**src/dmic_defs.svh**
```systemverilog
// Purpose: Offsets, fields, reset values and timing counts of the digital mic interface
// Assumes: Included by bare name from the design modules dmic_decim and dmic_if_top
// Notes:   Definitions only
`ifndef DMIC_DEFS_SVH
`define DMIC_DEFS_SVH

// Register offsets
`define DMIC_OFS_BIAS_CTRL   8'h19
`define DMIC_OFS_CONFIG      8'h6B
`define DMIC_OFS_STATUS      8'h6D

// Two-bit fields at D5-D4 of both registers
`define DMIC_FLD_HI          5
`define DMIC_FLD_LO          4

// Reset values
`define DMIC_RST_BIAS_CTRL   8'h00
`define DMIC_RST_CONFIG      8'h00
`define DMIC_RST_RDATA       8'h00

// Oversampling ratios and the log2 of twice each ratio
`define DMIC_OSR_128         8'h80
`define DMIC_OSR_64          8'h40
`define DMIC_OSR_32          8'h20
`define DMIC_SHIFT_128       8
`define DMIC_SHIFT_64        7
`define DMIC_SHIFT_32        6

// System clock cycles per ADC sample period
`define DMIC_FS_DIV          1024

`endif

```
**src/dmic_pkg.sv**
```systemverilog
// Purpose: Shared types of the digital mic interface
// Assumes: Encodings are written here as literals; dmic_defs.svh is not included
// Notes:   Types only
package dmic_pkg;

  typedef enum logic [1:0] {
    EDGE_OFF     = 2'b00,
    EDGE_RISE    = 2'b01,
    EDGE_FALL    = 2'b10,
    EDGE_BOTH    = 2'b11
  } edge_mode_t;

  typedef enum logic [1:0] {
    OSR_SEL_128  = 2'b00,
    OSR_SEL_64   = 2'b01,
    OSR_SEL_32   = 2'b10,
    OSR_SEL_RSVD = 2'b11
  } osr_sel_t;

  typedef enum logic [1:0] {
    CLK_OFF      = 2'b00,
    CLK_LOW      = 2'b01,
    CLK_HIGH     = 2'b11
  } clk_state_t;

  typedef struct packed {
    logic       valid;
    logic [9:0] data;
  } pcm_t;

endpackage : dmic_pkg

```
**src/dmic_decim.sv**
```systemverilog
// Purpose: Per-channel decimator turning a one-bit stream into signed samples
// Assumes: One bit offered per bit_valid_i pulse
// Notes:   Sample is twice the count of ones minus the ratio
`timescale 1ns/1ns
`include "dmic_defs.svh"
module dmic_decim
  import dmic_pkg::*;
(
  // Clock and reset
  input  wire logic       clk_i,
  input  wire logic       rst_i,
  // Bit stream
  input  wire logic       enable_i,
  input  wire logic       bit_valid_i,
  input  wire logic       bit_i,
  input  wire logic [7:0] osr_i,
  // Sample out
  output pcm_t            pcm_o
);

  logic [7:0] bit_cnt;
  logic [7:0] ones;
  pcm_t       pcm;
  logic [7:0] next_bit_cnt;
  logic [7:0] next_ones;
  pcm_t       next_pcm;
  logic [7:0] ones_now;

  always_comb begin
    ones_now     = ones + {7'h00, bit_i};
    next_bit_cnt = bit_cnt;
    next_ones    = ones;
    next_pcm     = '{valid: 1'b0, data: pcm.data};
    if (!enable_i) begin
      next_bit_cnt = 8'h00;
      next_ones    = 8'h00;
    end else if (bit_valid_i) begin
      if (bit_cnt >= osr_i - 8'h01) begin
        next_pcm.valid = 1'b1;
        next_pcm.data  = {1'b0, ones_now, 1'b0} - {2'b00, osr_i};
        next_bit_cnt   = 8'h00;
        next_ones      = 8'h00;
      end else begin
        next_bit_cnt = bit_cnt + 8'h01;
        next_ones    = ones_now;
      end
    end
  end

  always_ff @(posedge clk_i or posedge rst_i) begin
    if (rst_i) begin
      bit_cnt <= 8'h00;
      ones    <= 8'h00;
      pcm     <= '0;
    end else begin
      bit_cnt <= next_bit_cnt;
      ones    <= next_ones;
      pcm     <= next_pcm;
    end
  end

  assign pcm_o = pcm;

  AST_SAMPLE_AFTER_RATIO: assert property (@(posedge clk_i) disable iff (rst_i)
    pcm.valid |-> $past(bit_cnt) == $past(osr_i) - 8'h01 && $past(bit_valid_i))
    else $error("Sample emitted before a full ratio of bits");

  COV_SAMPLE: cover property (@(posedge clk_i) disable iff (rst_i) pcm.valid);

endmodule : dmic_decim

```
**src/dmic_if_top.sv**
```systemverilog
// Purpose: Digital microphone interface: clock out, edge capture, decimation
// Assumes: Registers reached by a plain byte-wide write/read port
// Notes:   Mic data pin is synchronised by two flip-flops before use
// Summary of operation
// - In mic mode the captured bits feed the decimators whose samples go out on left_pcm_o and right_pcm_o.
// - In mic mode an oversampling clock is produced for the microphone to send data by.
// - The clock runs at 128, 64 or 32 times the ADC sample rate as configured.
// - The oversampling clock is driven out on the mic clock pin while mic mode is on.
// - Data may be taken on rising edges, falling edges or both, for a stereo pair.
// - The left bit is taken from the mic data pin on each rising clock edge in the rising and both-edge modes.
// - The right bit is taken from the mic data pin on each falling clock edge in the falling and both-edge modes.
// - In mic mode neither ADC channel digitises analog inputs.
`timescale 1ns/1ns
`include "dmic_defs.svh"
module dmic_if_top
  import dmic_pkg::*;
#(
  parameter int FS_DIV = `DMIC_FS_DIV
)(
  // Clock and reset
  input  wire logic       mclk_i,
  input  wire logic       sys_rst_i,
  // Register port
  input  wire logic [7:0] reg_addr_i,
  input  wire logic [7:0] reg_wdata_i,
  input  wire logic       reg_wr_i,
  input  wire logic       reg_rd_i,
  output logic      [7:0] reg_rdata_o,
  // Microphone pins
  output logic            mic_clock_pin_o,
  output logic            mic_clock_pin_oe_n_o,
  input  wire logic       mic_data_pin_i,
  // ADC side
  output logic            adc_analog_en_o,
  output logic            adc_left_pwr_o,
  output logic            adc_right_pwr_o,
  output pcm_t            left_pcm_o,
  output pcm_t            right_pcm_o
);

  // Registers
  logic [7:0] bias_ctrl;
  logic [7:0] config_reg;
  logic [7:0] rdata;
  logic [7:0] next_bias_ctrl;
  logic [7:0] next_config_reg;
  logic [7:0] next_rdata;

  // Clock generator
  clk_state_t state;
  clk_state_t next_state;
  logic [15:0] div_cnt;
  logic [15:0] next_div_cnt;
  logic        pin_clk;
  logic        next_pin_clk;
  logic        oe_n;
  logic        next_oe_n;
  logic        analog_en;
  logic        next_analog_en;
  logic        left_pwr;
  logic        next_left_pwr;
  logic        right_pwr;
  logic        next_right_pwr;

  // Sync and decode
  logic        data_meta;
  logic        data_sync;
  edge_mode_t  edge_mode;
  osr_sel_t    osr_sel;
  logic        dmic_en;
  logic [7:0]  osr;
  logic [15:0] half_cnt;
  logic        rise_now;
  logic        fall_now;
  logic        left_take;
  logic        right_take;

  always_ff @(posedge mclk_i or posedge sys_rst_i) begin
    if (sys_rst_i) begin
      data_meta <= 1'b0;
      data_sync <= 1'b0;
    end else begin
      data_meta <= mic_data_pin_i;
      data_sync <= data_meta;
    end
  end

  assign edge_mode = edge_mode_t'(bias_ctrl[`DMIC_FLD_HI:`DMIC_FLD_LO]);
  assign osr_sel   = osr_sel_t'(config_reg[`DMIC_FLD_HI:`DMIC_FLD_LO]);
  assign dmic_en   = (edge_mode != EDGE_OFF);

  always_comb begin
    case (osr_sel)
      OSR_SEL_64: begin
        osr      = `DMIC_OSR_64;
        half_cnt = 16'(FS_DIV >> `DMIC_SHIFT_64);
      end
      OSR_SEL_32: begin
        osr      = `DMIC_OSR_32;
        half_cnt = 16'(FS_DIV >> `DMIC_SHIFT_32);
      end
      default: begin
        osr      = `DMIC_OSR_128;
        half_cnt = 16'(FS_DIV >> `DMIC_SHIFT_128);
      end
    endcase
  end

  // Register access
  always_comb begin
    next_bias_ctrl  = bias_ctrl;
    next_config_reg = config_reg;
    next_rdata      = rdata;
    if (reg_wr_i) begin
      case (reg_addr_i)
        `DMIC_OFS_BIAS_CTRL: next_bias_ctrl  = reg_wdata_i;
        `DMIC_OFS_CONFIG:    next_config_reg = reg_wdata_i;
        default: ;
      endcase
    end
    if (reg_rd_i) begin
      case (reg_addr_i)
        `DMIC_OFS_BIAS_CTRL: next_rdata = bias_ctrl;
        `DMIC_OFS_CONFIG:    next_rdata = config_reg;
        `DMIC_OFS_STATUS:    next_rdata = {5'h00, state != CLK_OFF, right_pwr, left_pwr};
        default:             next_rdata = 8'h00;
      endcase
    end
  end

  always_ff @(posedge mclk_i or posedge sys_rst_i) begin
    if (sys_rst_i) begin
      bias_ctrl  <= `DMIC_RST_BIAS_CTRL;
      config_reg <= `DMIC_RST_CONFIG;
      rdata      <= `DMIC_RST_RDATA;
    end else begin
      bias_ctrl  <= next_bias_ctrl;
      config_reg <= next_config_reg;
      rdata      <= next_rdata;
    end
  end

  // Oversampling clock
  always_comb begin
    next_state     = state;
    next_div_cnt   = div_cnt + 16'h0001;
    next_pin_clk   = pin_clk;
    next_oe_n      = 1'b0;
    rise_now       = 1'b0;
    fall_now       = 1'b0;
    next_analog_en = !dmic_en;
    next_left_pwr  = edge_mode[0];
    next_right_pwr = edge_mode[1];
    case (state)
      CLK_OFF: begin
        next_div_cnt = 16'h0000;
        next_oe_n    = !dmic_en;
        if (dmic_en) begin
          next_state = CLK_LOW;
        end
      end
      CLK_LOW: begin
        if (div_cnt >= half_cnt - 16'h0001) begin
          next_state   = CLK_HIGH;
          next_div_cnt = 16'h0000;
          next_pin_clk = 1'b1;
          rise_now     = 1'b1;
        end
      end
      CLK_HIGH: begin
        if (div_cnt >= half_cnt - 16'h0001) begin
          next_state   = CLK_LOW;
          next_div_cnt = 16'h0000;
          next_pin_clk = 1'b0;
          fall_now     = 1'b1;
        end
      end
      default: next_state = CLK_OFF;
    endcase
    if (!dmic_en) begin
      next_state   = CLK_OFF;
      next_div_cnt = 16'h0000;
      next_pin_clk = 1'b0;
      next_oe_n    = 1'b1;
      rise_now     = 1'b0;
      fall_now     = 1'b0;
    end
  end

  always_ff @(posedge mclk_i or posedge sys_rst_i) begin
    if (sys_rst_i) begin
      state     <= CLK_OFF;
      div_cnt   <= 16'h0000;
      pin_clk   <= 1'b0;
      oe_n      <= 1'b1;
      analog_en <= 1'b1;
      left_pwr  <= 1'b0;
      right_pwr <= 1'b0;
    end else begin
      state     <= next_state;
      div_cnt   <= next_div_cnt;
      pin_clk   <= next_pin_clk;
      oe_n      <= next_oe_n;
      analog_en <= next_analog_en;
      left_pwr  <= next_left_pwr;
      right_pwr <= next_right_pwr;
    end
  end

  assign left_take  = rise_now && edge_mode[0];
  assign right_take = fall_now && edge_mode[1];

  // Decimation per channel
  genvar ch;
  generate
    for (ch = 0; ch < 2; ch++) begin : g_chan
      pcm_t pcm;
      dmic_decim u_decim (
        .clk_i       (mclk_i),
        .rst_i       (sys_rst_i),
        .enable_i    (dmic_en && edge_mode[ch]),
        .bit_valid_i ((ch == 0) ? left_take : right_take),
        .bit_i       (data_sync),
        .osr_i       (osr),
        .pcm_o       (pcm)
      );
    end
  endgenerate

  assign reg_rdata_o          = rdata;
  assign mic_clock_pin_o      = pin_clk;
  assign mic_clock_pin_oe_n_o = oe_n;
  assign adc_analog_en_o      = analog_en;
  assign adc_left_pwr_o       = left_pwr;
  assign adc_right_pwr_o      = right_pwr;
  assign left_pcm_o           = g_chan[0].pcm;
  assign right_pcm_o          = g_chan[1].pcm;

  // Helper: cycles since the last pin clock toggle
  logic [15:0] run_len;
  always_ff @(posedge mclk_i or posedge sys_rst_i) begin
    if (sys_rst_i) begin
      run_len <= 16'h0000;
    end else if (pin_clk != next_pin_clk || state == CLK_OFF) begin
      run_len <= 16'h0000;
    end else begin
      run_len <= run_len + 16'h0001;
    end
  end

  AST_RELEASE_WHEN_OFF: assert property (@(posedge mclk_i) disable iff (sys_rst_i)
    !dmic_en |=> mic_clock_pin_oe_n_o && !mic_clock_pin_o && !left_take && !right_take)
    else $error("Clock pin still driven with mic mode off");
  AST_DRIVE_WHEN_ON: assert property (@(posedge mclk_i) disable iff (sys_rst_i)
    dmic_en ##1 dmic_en |=> !mic_clock_pin_oe_n_o)
    else $error("Clock pin not driven in mic mode");
  AST_CLOCK_STARTS: assert property (@(posedge mclk_i) disable iff (sys_rst_i)
    $rose(dmic_en) ##0 dmic_en [*2] |-> ##[1:300] $rose(mic_clock_pin_o) or !dmic_en)
    else $error("Oversampling clock did not start");
  AST_HALF_PERIOD: assert property (@(posedge mclk_i) disable iff (sys_rst_i)
    (pin_clk != next_pin_clk) && dmic_en && $stable(osr_sel) && $past(state) != CLK_OFF
    |-> run_len == half_cnt - 16'h0001)
    else $error("Clock half period does not match ratio");
  AST_LEFT_ON_RISE: assert property (@(posedge mclk_i) disable iff (sys_rst_i)
    left_take |=> $rose(mic_clock_pin_o))
    else $error("Left bit taken off a rising edge");
  AST_RIGHT_ON_FALL: assert property (@(posedge mclk_i) disable iff (sys_rst_i)
    right_take |=> $fell(mic_clock_pin_o))
    else $error("Right bit taken off a falling edge");
  AST_EDGE_SELECT: assert property (@(posedge mclk_i) disable iff (sys_rst_i)
    (left_take |-> !pin_clk) and (right_take |-> pin_clk) and
    (left_pcm_o.valid |-> adc_left_pwr_o) and (right_pcm_o.valid |-> adc_right_pwr_o))
    else $error("Bit taken on a disabled edge");
  AST_NO_ANALOG: assert property (@(posedge mclk_i) disable iff (sys_rst_i)
    dmic_en |=> !adc_analog_en_o)
    else $error("Analog path enabled in mic mode");
  AST_CFG_READBACK: assert property (@(posedge mclk_i) disable iff (sys_rst_i)
    reg_wr_i && reg_addr_i == `DMIC_OFS_CONFIG ##1
    reg_rd_i && !reg_wr_i && reg_addr_i == `DMIC_OFS_CONFIG
    |=> reg_rdata_o == $past(reg_wdata_i, 2))
    else $error("Config register read back wrong");

  COV_LEFT_TAKE: cover property (@(posedge mclk_i) disable iff (sys_rst_i) left_take);
  COV_BOTH: cover property (@(posedge mclk_i) disable iff (sys_rst_i)
    edge_mode == EDGE_BOTH && right_take);
  COV_OSR32: cover property (@(posedge mclk_i) disable iff (sys_rst_i)
    osr_sel == OSR_SEL_32 && rise_now);

endmodule : dmic_if_top

```
**config.mk**
```make
export PLATFORM = sky130hd
export DESIGN_NAME = dmic_if_top
export DESIGN_NICKNAME = d
export VERILOG_FILES = /design/src/dmic_pkg.sv /design/src/dmic_decim.sv /design/src/dmic_if_top.sv
export VERILOG_INCLUDE_DIRS = /design/src
export SDC_FILE = /design/constraint.sdc
export NUM_CORES = 1
export LEC_CHECK = 0
export ABC_AREA = 1
export BUFFER_PORTS_ARGS = -buffer_cell sky130_fd_sc_hd__buf_2
export CORE_MARGIN = 1.5
export CORE_UTILIZATION = 55
export DETAILED_ROUTE_END_ITERATION = 6
export PLACE_DENSITY = 0.75
export SLEW_MARGIN = 10
export SYNTH_ARGS = -nofsm -noshare
export SYNTH_HDL_FRONTEND = slang
export SYNTH_SLANG_ARGS = --single-unit
```
**constraint.sdc**
```tcl
create_clock -name mclk_i -period 8.89 [get_ports mclk_i]
set_input_delay 0.889 -clock mclk_i [delete_from_list [all_inputs] [get_ports mclk_i]]
set_output_delay 0.889 -clock mclk_i [all_outputs]
set_load 0.02 [all_outputs]
```
=== Yosys cells after proc, flatten, opt, wreduce, memory -nomap -nowiden ===
Index checks and enable logic that the tools add are counted.

* Logic and storage cells: 98
* Register bits: 103
* Output and inout bits: 35
* Bits of input ports: 21

* Add/sub/neg operators: 9
* Reductions and logical operators: 15
* Muxes and demuxes: 39
* Equal/unequal tests: 12
* Magnitude comparators: 3

{| class="wikitable"
|+ Operators with widths
! kind !! count
|-
| 8-bit 2-to-1 mux || 12
|-
| 11-bit 2-to-1 mux || 6
|-
| 16-bit 2-to-1 mux || 2
|-
| 16-bit one-hot mux with 2 select lines || 1
|-
| 8-bit one-hot mux with 3 select lines || 1
|-
| 9-bit by 8-bit subtractor with 10-bit output || 2
|-
| 16-bit by 1-bit adder with 16-bit output (second input constant) || 1
|-
| 8-bit by 1-bit adder with 8-bit output || 2
|-
| 8-bit by 1-bit adder with 8-bit output (second input constant) || 2
|-
| 8-bit by 7-bit equality test with 1-bit output (second input constant) || 2
|-
| 16-bit greater-or-equal comparator || 1
|-
| 8-bit greater-or-equal comparator || 2
|-
| 8-bit one-hot mux with 2 select lines || 1
|-
| 16-bit by 1-bit subtractor with 16-bit output (second input constant) || 1
|-
| 1-bit 2-to-1 mux || 10
|-
| 5-bit one-hot mux with 2 select lines || 1
|-
| 3-bit AND reduction || 3
|-
| 8-bit by 5-bit equality test with 1-bit output (second input constant) || 1
|-
| 8-bit by 1-bit subtractor with 8-bit output (second input constant) || 1
|-
| 2-bit 2-to-1 mux || 3
|-
| 3-bit inequality test (second input constant) || 2
|-
| 2-bit one-hot mux with 3 select lines || 1
|-
| 2-bit AND reduction || 3
|-
| 2-bit by 1-bit equality test with 1-bit output (second input constant) || 2
|-
| 9 further kinds || 15
|}

=== Logic depth before layout (Yosys ltp) ===
Gate-level depths: netlist of run 1.

* Word-level depth: 10
* Gate-level depth with buffers: 17
* Mapped depth without buffers: 17

=== By module ===
From an unflattened synthesis of run 1, not the netlist that was laid out.

* Cell total of the unflattened synthesis: 889
* Area total of the unflattened synthesis: 6505.0 µm²

{| class="wikitable"
|+ Modules (own cells, without submodules)
! module !! seq. area each (µm²) !! cells each !! times used !! area each (µm²)
|-
| dmic_if_top || 1202.4 || 303 || 1 || 2403.6
|-
| dmic_decim (g_chan[1].u_decim) || 675.6 || 299 || 1 || 2070.7
|-
| dmic_decim (g_chan[0].u_decim) || 675.6 || 287 || 1 || 2030.7
|}

=== Least setup slack after synthesis of run 1 ===
Ideal clock, no wire load.

* Kind: register to register
* Start point: register data_sync
* End point: register g_chan[1].u_decim.pcm_o[7] (netlist name)
* Period minus slack after synthesis: 2.039 ns
* Data required time: 8.767 ns
* Setup time: 0.123 ns
* Arrival time: 1.916 ns
* Stages on the path, launching flop included: 11
* Path buffers: 0
* Path slack: 6.851 ns
* Path through: dfrtp_1 > ha_1 > ha_1 > nand3_1 > xor2_1 > ha_1 > inv_1 > fa_1 > xor2_1 > nand2_1 > nand2_1

* Longest elaborated chain between the ends: 2

{| class="wikitable"
|+ RTL lines
! element !! line !! source
|-
| from (decl) || dmic_if_top.sv:67 || <nowiki>logic data_sync;</nowiki>
|-
| from (signal assigned) || dmic_if_top.sv:84 || <nowiki>data_sync <= data_meta;</nowiki>
|-
| 8-bit by 1-bit adder with 8-bit output || dmic_decim.sv:30 || <nowiki>ones_now = ones + {7'h00, bit_i};</nowiki>
|-
| 9-bit by 8-bit subtractor with 10-bit output || dmic_decim.sv:40 || <nowiki>next_pcm.data = {1'b0, ones_now, 1'b0} - {2'b00, osr_i};</nowiki>
|}

No other way between the ends.
A chain may end at the register's enable or synchronous reset.

=== Final worst setup path of run 1 ===
* Start point: register config_reg[4]
* End point: register g_chan[0].u_decim.bit_cnt[1]

* Longest elaborated chain between the ends: 9
* Elaborated cells between the ends (all ways): 16
* Classes of those cells: add/sub: 2; order compare: 2; eq/ne: 3; mux: 8; reduce/logical: 1

{| class="wikitable"
|+ RTL lines
! element !! line !! source
|-
| from (decl) || dmic_if_top.sv:43 || <nowiki>logic [7:0] config_reg;</nowiki>
|-
| from (signal assigned) || dmic_if_top.sv:134 || <nowiki>config_reg <= `DMIC_RST_CONFIG;</nowiki>
|-
| from (signal assigned) || dmic_if_top.sv:138 || <nowiki>config_reg <= next_config_reg;</nowiki>
|-
| 2-bit equality test / 2-bit by 1-bit equality test with 1-bit output (equally long branches) || dmic_if_top.sv:93 || <nowiki>case (osr_sel)</nowiki>
|-
| 5-bit one-hot mux with 2 select lines || dmic_if_top.sv:93 ||
|-
| 16-bit by 1-bit subtractor with 16-bit output || dmic_if_top.sv:163 || <nowiki>if (div_cnt >= half_cnt - 16'h0001) begin</nowiki>
|-
| 16-bit greater-or-equal comparator || dmic_if_top.sv:163 ||
|-
| 1-bit 2-to-1 mux || dmic_if_top.sv:163 ||
|-
| 1-bit 2-to-1 mux || dmic_if_top.sv:154 || <nowiki>case (state)</nowiki>
|-
| 1-bit 2-to-1 mux || dmic_if_top.sv:180 || <nowiki>if (!dmic_en) begin</nowiki>
|-
| 1-bit logical AND || dmic_if_top.sv:210 || <nowiki>assign left_take = rise_now && edge_mode[0];</nowiki>
|-
| 2-bit inequality test (no source line) || -- ||
|-
| to (signal assigned) || dmic_decim.sv:56 || <nowiki>bit_cnt <= next_bit_cnt;</nowiki>
|-
| to (decl) || dmic_decim.sv:21 || <nowiki>logic [7:0] bit_cnt;</nowiki>
|}

Several ways; a longest one is shown, not always the timed one. The select of a mux whose other input is x is not followed.

==> run metrics, run 1 <==
cts bufs inserted=9; max reg flops=20; root buffer cell=clkbuf_8; Clk pwr share=32.7%; hold buffers post-CTS=0; Switch Pwr=0.000193 W; Least-Margin Pin Slew=0.763 ns; vias in the first global route=4107; RR Endpoint=g_chan[0].u_decim.bit_cnt[1]; DIE AREA=10600 um2; post-DP HPWL=7.76 mm; met3 WL=406 um; Post-Route WL=10.5 mm; Yosys top cell area share=45.1%; pin count of the biggest net entering global routing=57; DRT met1 WL=5.03 mm; layout cells sized above 1=13.1%; Iter 0 DRT Violations=214; Worst path depth=11; CP Launch Point=config_reg[4]; Die H=103 um; Pwr Total=0.000779 W; Post-CTS Resized=0; remaining global-route overflow=0; Synth Area per Inst=8.07 um2; WL met2=4.92 mm; core area=9730 um2; I/O Pins=56; DRT Pass-1 Iters=5; part of the cycle the worst path needs=28.1%; Fillers=899; RSZ-0062 raised after global routing=no; CP peak stage delay=0.56 ns; Port Buffer Count=53; Clk Latency, worst-skew pair=0.37 ns; register area=2500 um2; Reg power frac=60.0%; post-synth top area cell=dfrtp_1; fmax=401 MHz; Gate power share=7.3%; Worst Path Required=9.20 ns; clk buf depth=2; Placement Rows=36; antenna viol nets, final=0; max cap viols=0; crit-path most repeated cell=nand2_1; Int Pwr=0.000586 W; Hold Crit Class=flip-flop to flip-flop; status=complete, no violations; first-pass GRT wire length=18.1 mm; Net Sw Frac=24.7%; RePlAce Congestion=0.827; Setup violations, final=0; Final Max Tran Viols=0; Final WS setup=6.39 ns; critical path startpoint category=flip-flop; Fin Clk Skew=0.00863 ns; Ant. Diodes=0; top layer in use=met4; Synth Register Bits=100; post-synthesis cell count=681; Cell Pwr Density=130 nW/um2; GRT Overall Usage=21.6%; CTS tree=built; most frequent cells in the layout=nand2_1, dfrtp_1, inv_1; Post-Place Setup Slack=6.42 ns; leakage power=3.22 nW; Worst Setup End Kind=flip-flop; post-CTS setup buffer count=0; post-synthesis sequential area ratio=45.5%; final setup TNS=0 ns; FF-to-FF setup slack=6.39 ns; critical path arrival=2.81 ns; nets=776; area of the multi-input gates=2520 um2; Yosys cell types=41; CP max FO=14; crit path to=g_chan[0].u_decim.bit_cnt[1]; Yosys warnings=0; most common cell after layout, fill and taps aside=nand2_1; mapped cell area=5500 um2; CP max-delay cell=nor2_2; Area Overhead vs Synth=8.81%; R2R depth=11; TritonCTS Sinks=100; Die Width=103 um; crit path time final=2.50 ns; Setup CP Type=flip-flop to flip-flop; H-tree depth=3; final hold violation count=0; Cell Chain, Critical Path=inv_1 > ha_1 > ha_1 > nand2_1 > nor2_1 > nor2_1 > nand3_4 > nand4_2 > nor2_2 > nand2_1 > nand2_1; DR vias=4384; maximum VDD drop=0.0681 mV; Reg clk slew, reported paths=0.09 ns; hold path depth=0; Buf+Inv Stages, Crit Path=1; top post-synthesis cells by area=dfrtp_1, nand2_1, nand3_1; routed len/inst=12.2 um; detailed-route DRC error count=0; Starting Density=56.5%; FF-to-FF Start=config_reg[4]; slew margin rel.=49.1%; initial antenna violation count=0; delay-heaviest family, CP=simple AND/OR/NAND/NOR gates; vias per cell=5.07
-- cell type report --
cell class	instances	share of cell area [%]
inverter	94	5.94
clock buffer	12	2.43
timing repair buffer	54	4.56
multi-input combinational	470	42.2
tap	133	2.78
sequential	100	41.9
clock inverter	2	0.209
-- kinds of logic (layout without fill, tap and decap cells) --
family                     after synthesis  in the layout  share of synthesized area [%]
adders and majority gates               26             26                           6.19
AOI/OAI and AO/OA                       56             56                           6.35
and+or+nand+nor                        358            358                           29.0
xor gates and xnor gates                26             26                           4.14
other                                    2              4                          0.137
DFF                                    100            100                           45.5
buffers and inverters                  113            162                           8.65
-- through the flow --
| stage | instances | instance area (um2) | utilization [%] | hold slack (ns) |
|---|---|---|---|---|
| finish | 865 | 5980 | 61.5 | 0.349 |
| global route | 865 | 5980 | 61.5 | 0.375 |
| CTS | 865 | 5980 | 61.5 | 0.357 |
| detailed placement | 851 | 5820 | 59.9 | 0.336 |
| global placement | 851 | 5820 | 59.9 | 0.332 |
| floorplan | 683 | 5500 | - | 0.331 |
-- synth_stat cells --
library cell / instances
or2_1: 1
nor3_1: 17
a31o_2: 1
inv_1: 91
nand3_2: 3
inv_2: 3
o21ai_1: 7
o31ai_1: 1
o21a_1: 6
nand2_1: 197
nor4_2: 1
ha_1: 24
nand3_1: 69
nor2_4: 3
and2_1: 4
nand2_2: 2
o21ai_2: 5
nand3b_1: 2
or2_2: 1
xor2_1: 25
xnor2_1: 1
nor3b_1: 1
buf_6: 2
buf_4: 8
dfrtp_1: 99
dfstp_2: 1
nand4_1: 6
nand4_2: 1
nor2_1: 42
nand2_4: 1
fa_1: 2
o21ai_0: 21
nor2_2: 6
conb_1: 2
buf_2: 5
a21boi_0: 1
o22ai_1: 1
o21bai_1: 10
clkbuf_1: 4
nand3_4: 1
a21oi_1: 3
-- metal layers --
layer | global-route usage (%) | vias to the layer above
li1 | - | 2235
met1 | 28.9 | 2037
met2 | 36.0 | 99
met3 | 3.05 | 13
met4 | 7.90 | 0
met5 | 0 | -
-- worst min-delay path by stage --
stage	startpoint	endpoint	slack, ns
6_report	data_meta	data_sync	0.35
5_1_grt	data_meta	data_sync	0.37
4_1_cts	data_meta	data_sync	0.36
3_5_place_dp	data_meta	data_sync	0.34
3_3_place_gp	data_meta	data_sync	0.33
2_1_floorplan	data_meta	data_sync	0.33
-- power groups by stage --
stage / Clock [W] / Combinational, W / Sequential [W]
2_1_floorplan: 0 / 0.0000414 / 0.000475
3_3_place_gp: 0 / 0.0000551 / 0.000476
3_5_place_dp: 0 / 0.0000577 / 0.000476
4_1_cts: 0.000262 / 0.0000577 / 0.000467
5_1_grt: 0.000278 / 0.0000650 / 0.000469
6_report: 0.000254 / 0.0000566 / 0.000468
No activity file was read; power rests on OpenSTA's default activity.
==> run 2: changes to the inputs <==
CORE_UTILIZATION = 54   (was 55)
PLACE_DENSITY = 0.77   (was 0.75)
clock period = 2.2 ns   (was 8.89 ns; I/O delays follow)
==> run metrics, run 2 (same netlist as run 1, synthesis figures left out) <==
status=complete, but fails checks (was complete, no violations); violated checks=negative setup slack; root buffer cell=clkbuf_8 (unchanged); R2R depth=13 (was 11); Hold Crit Class=primary input to flip-flop (was flip-flop to flip-flop); most common cell after layout, fill and taps aside=nand2_1 (unchanged); I/O Pins=56 (unchanged); vias in the first global route=4594 (was 4107); Fin Clk Skew=0.00759 ns (was 0.00863 ns); Setup violations, final=1 (was 0); met3 usage=4.20% (was 3.05%); CP max FO=4 (was 14); DR vias=4668 (was 4384); leakage power=3.41 nW (was 3.22 nW); Cell Pwr Density=514 nW/um2 (was 130 nW/um2); Worst Setup End Kind=flip-flop (unchanged); initial antenna violation count=0 (unchanged); fmax=454 MHz (was 401 MHz); Clk Latency, worst-skew pair=0.37 ns (about the same); RSZ-0062 raised after global routing=yes (was no); core area=9820 um2 (was 9730 um2); RR Endpoint=g_chan[1].u_decim.pcm_o[8] (was g_chan[0].u_decim.bit_cnt[1]); Final WS setup=-0.00183 ns (was 6.39 ns); clk buf depth=2 (unchanged); final hold violation count=0 (unchanged); part of the cycle the worst path needs=100% (was 28.1%); post-DP HPWL=8.29 mm (was 7.76 mm); detailed-route DRC error count=0 (unchanged); most frequent cells in the layout=nand2_1, dfrtp_1, inv_1 (unchanged); slew margin rel.=58.3% (was 49.1%); max cap viols=0 (unchanged); Starting Density=56.0% (was 56.5%); Die H=104 um (was 103 um); CTS tree=built (unchanged); antenna viol nets, final=0 (unchanged); CP Launch Point=data_sync (was config_reg[4]); max reg flops=20 (unchanged); GRT Overall Usage=22.7% (was 21.6%); FF-to-FF setup slack=-0.002 ns (was 6.39 ns); Ant. Diodes=0 (unchanged); GR peak layer=met2 (unchanged); pin count of the biggest net entering global routing=35 (was 57); Setup CP Type=flip-flop to flip-flop (unchanged); GRT met1 Usage=28.4% (was 28.9%); critical path arrival=2.46 ns (was 2.81 ns); grt met2 use=39.7% (was 36.0%); Worst Path Required=2.46 ns (was 9.20 ns); DIE AREA=10800 um2 (was 10600 um2); routed len/inst=13.1 um (was 12.2 um); maximum VDD drop=0.305 mV (was 0.0681 mV); Placement Rows=36 (unchanged); H-tree depth=3 (unchanged); Pwr Total=0.00333 W (was 0.000779 W); vias per cell=5.19 (was 5.07); TritonCTS Sinks=100 (unchanged); Die Width=104 um (was 103 um); FF-to-FF Start=data_sync (was config_reg[4]); Post-Route WL=11.8 mm (was 10.5 mm); critical path startpoint category=flip-flop (unchanged); DRT Pass-1 Iters=5 (unchanged); crit path time final=2.20 ns (was 2.50 ns); nets=810 (was 776); Area Overhead vs Synth=17.8% (was 8.81%); Final Max Tran Viols=0 (unchanged); remaining global-route overflow=0 (unchanged); Reg clk slew, reported paths=0.09 ns (about the same); Hold Slack=0.0913 ns (was 0.349 ns); Port Buffer Count=53 (unchanged); Iter 0 DRT Violations=227 (was 214); first-pass GRT wire length=20.3 mm (was 18.1 mm); RePlAce Congestion=0.896 (was 0.827); crit path to=g_chan[1].u_decim.pcm_o[8] (was g_chan[0].u_decim.bit_cnt[1]); Least-Margin Pin Slew=0.624 ns (was 0.763 ns); cts bufs inserted=9 (unchanged); layout cells sized above 1=20.1% (was 13.1%)
## run 2: changes by cell type in the layout (fill, tap and decap cells not counted), moves of 4 or more
cell     delta
buf_4      +26
o21ai_1     +5
nand3_1     -5
ha_1        -4
o21ai_0     -5
## run 2: how the worst min path moves through the flow
stage / from / to / cells past startpoint
floorplan: mic_data_pin_i / data_meta / 0
global placement: sys_rst_i / g_chan[1].u_decim.bit_cnt[6] / 2
detailed placement: mic_data_pin_i / data_meta / 1
CTS: reg_wdata_i[4] / config_reg[4] / 3
global route: reg_wdata_i[6] / bias_ctrl[6] / 3
finish: reg_wdata_i[4] / config_reg[4] / 3
## run 2: layout make-up
class | count | area, um2
Inverter | 94 | 359
Multi-Input combinational cell | 471 | 2680
Clock inverter | 4 | 50.0
Timing Repair Buffer | 87 | 571
Clock buffer | 11 | 141
Fill cell | 809 | 3340
Tap cell | 133 | 166
Sequential cell | 100 | 2500
## run 2: layer usage
metal,wire (um),vias up,share of wire (%)
met4,262,0,2.2
met1,5060,2221,43
met3,575,18,4.9
li1,-,2303,-
met2,5870,126,50
met5,0,-,0
## run 2: worst max-delay path, stage by stage (launching register included)
cell     delay (ns)
dfrtp_1        0.37
buf_4          0.13
ha_4           0.14
ha_4           0.14
nand3_4        0.11
nor3_4         0.25
xor2_2         0.19
ha_1           0.30
nand2_1        0.11
nand3_2        0.10
nand3_2        0.08
nand2_1        0.05
nand2_1        0.06
nand2_1        0.05
## run 2: repair_timing
action / CTS / global route
endpoints found under the hold margin: 23 / 0
gates resized for setup: 3 / 39
hold buffers: 2 / 0
gates cloned: 0 / 1
endpoints found under the setup margin: 7 / 46
setup buffers: 5 / 10
pin swaps: 1 / 15
## run 2: per-stage QoR
| stage | instance area [um2] | TNS, ns | setup WS (ns) | std cells | util, % |
|---|---|---|---|---|---|
| final | 6470 | -0.00183 | -0.00183 | 900 | 65.9 |
| after global routing | 6470 | -0.337 | -0.128 | 900 | 65.9 |
| after CTS | 6230 | 0 | 0.0216 | 889 | 63.5 |
| after detailed placement | 5970 | -0.0158 | -0.0119 | 867 | 60.8 |
| after global placement | 5970 | 0 | 0.0352 | 867 | 60.8 |
| after floorplan | 5510 | 0 | 0.161 | 683 | - |
## run 2: power breakdown
| group | internal [W] | switching (W) |
|---|---|---|
| logic | 0.0000974 | 0.000175 |
| clock network | 0.000549 | 0.000621 |
| registers | 0.00186 | 0.0000193 |
| total | 0.00251 | 0.000815 |
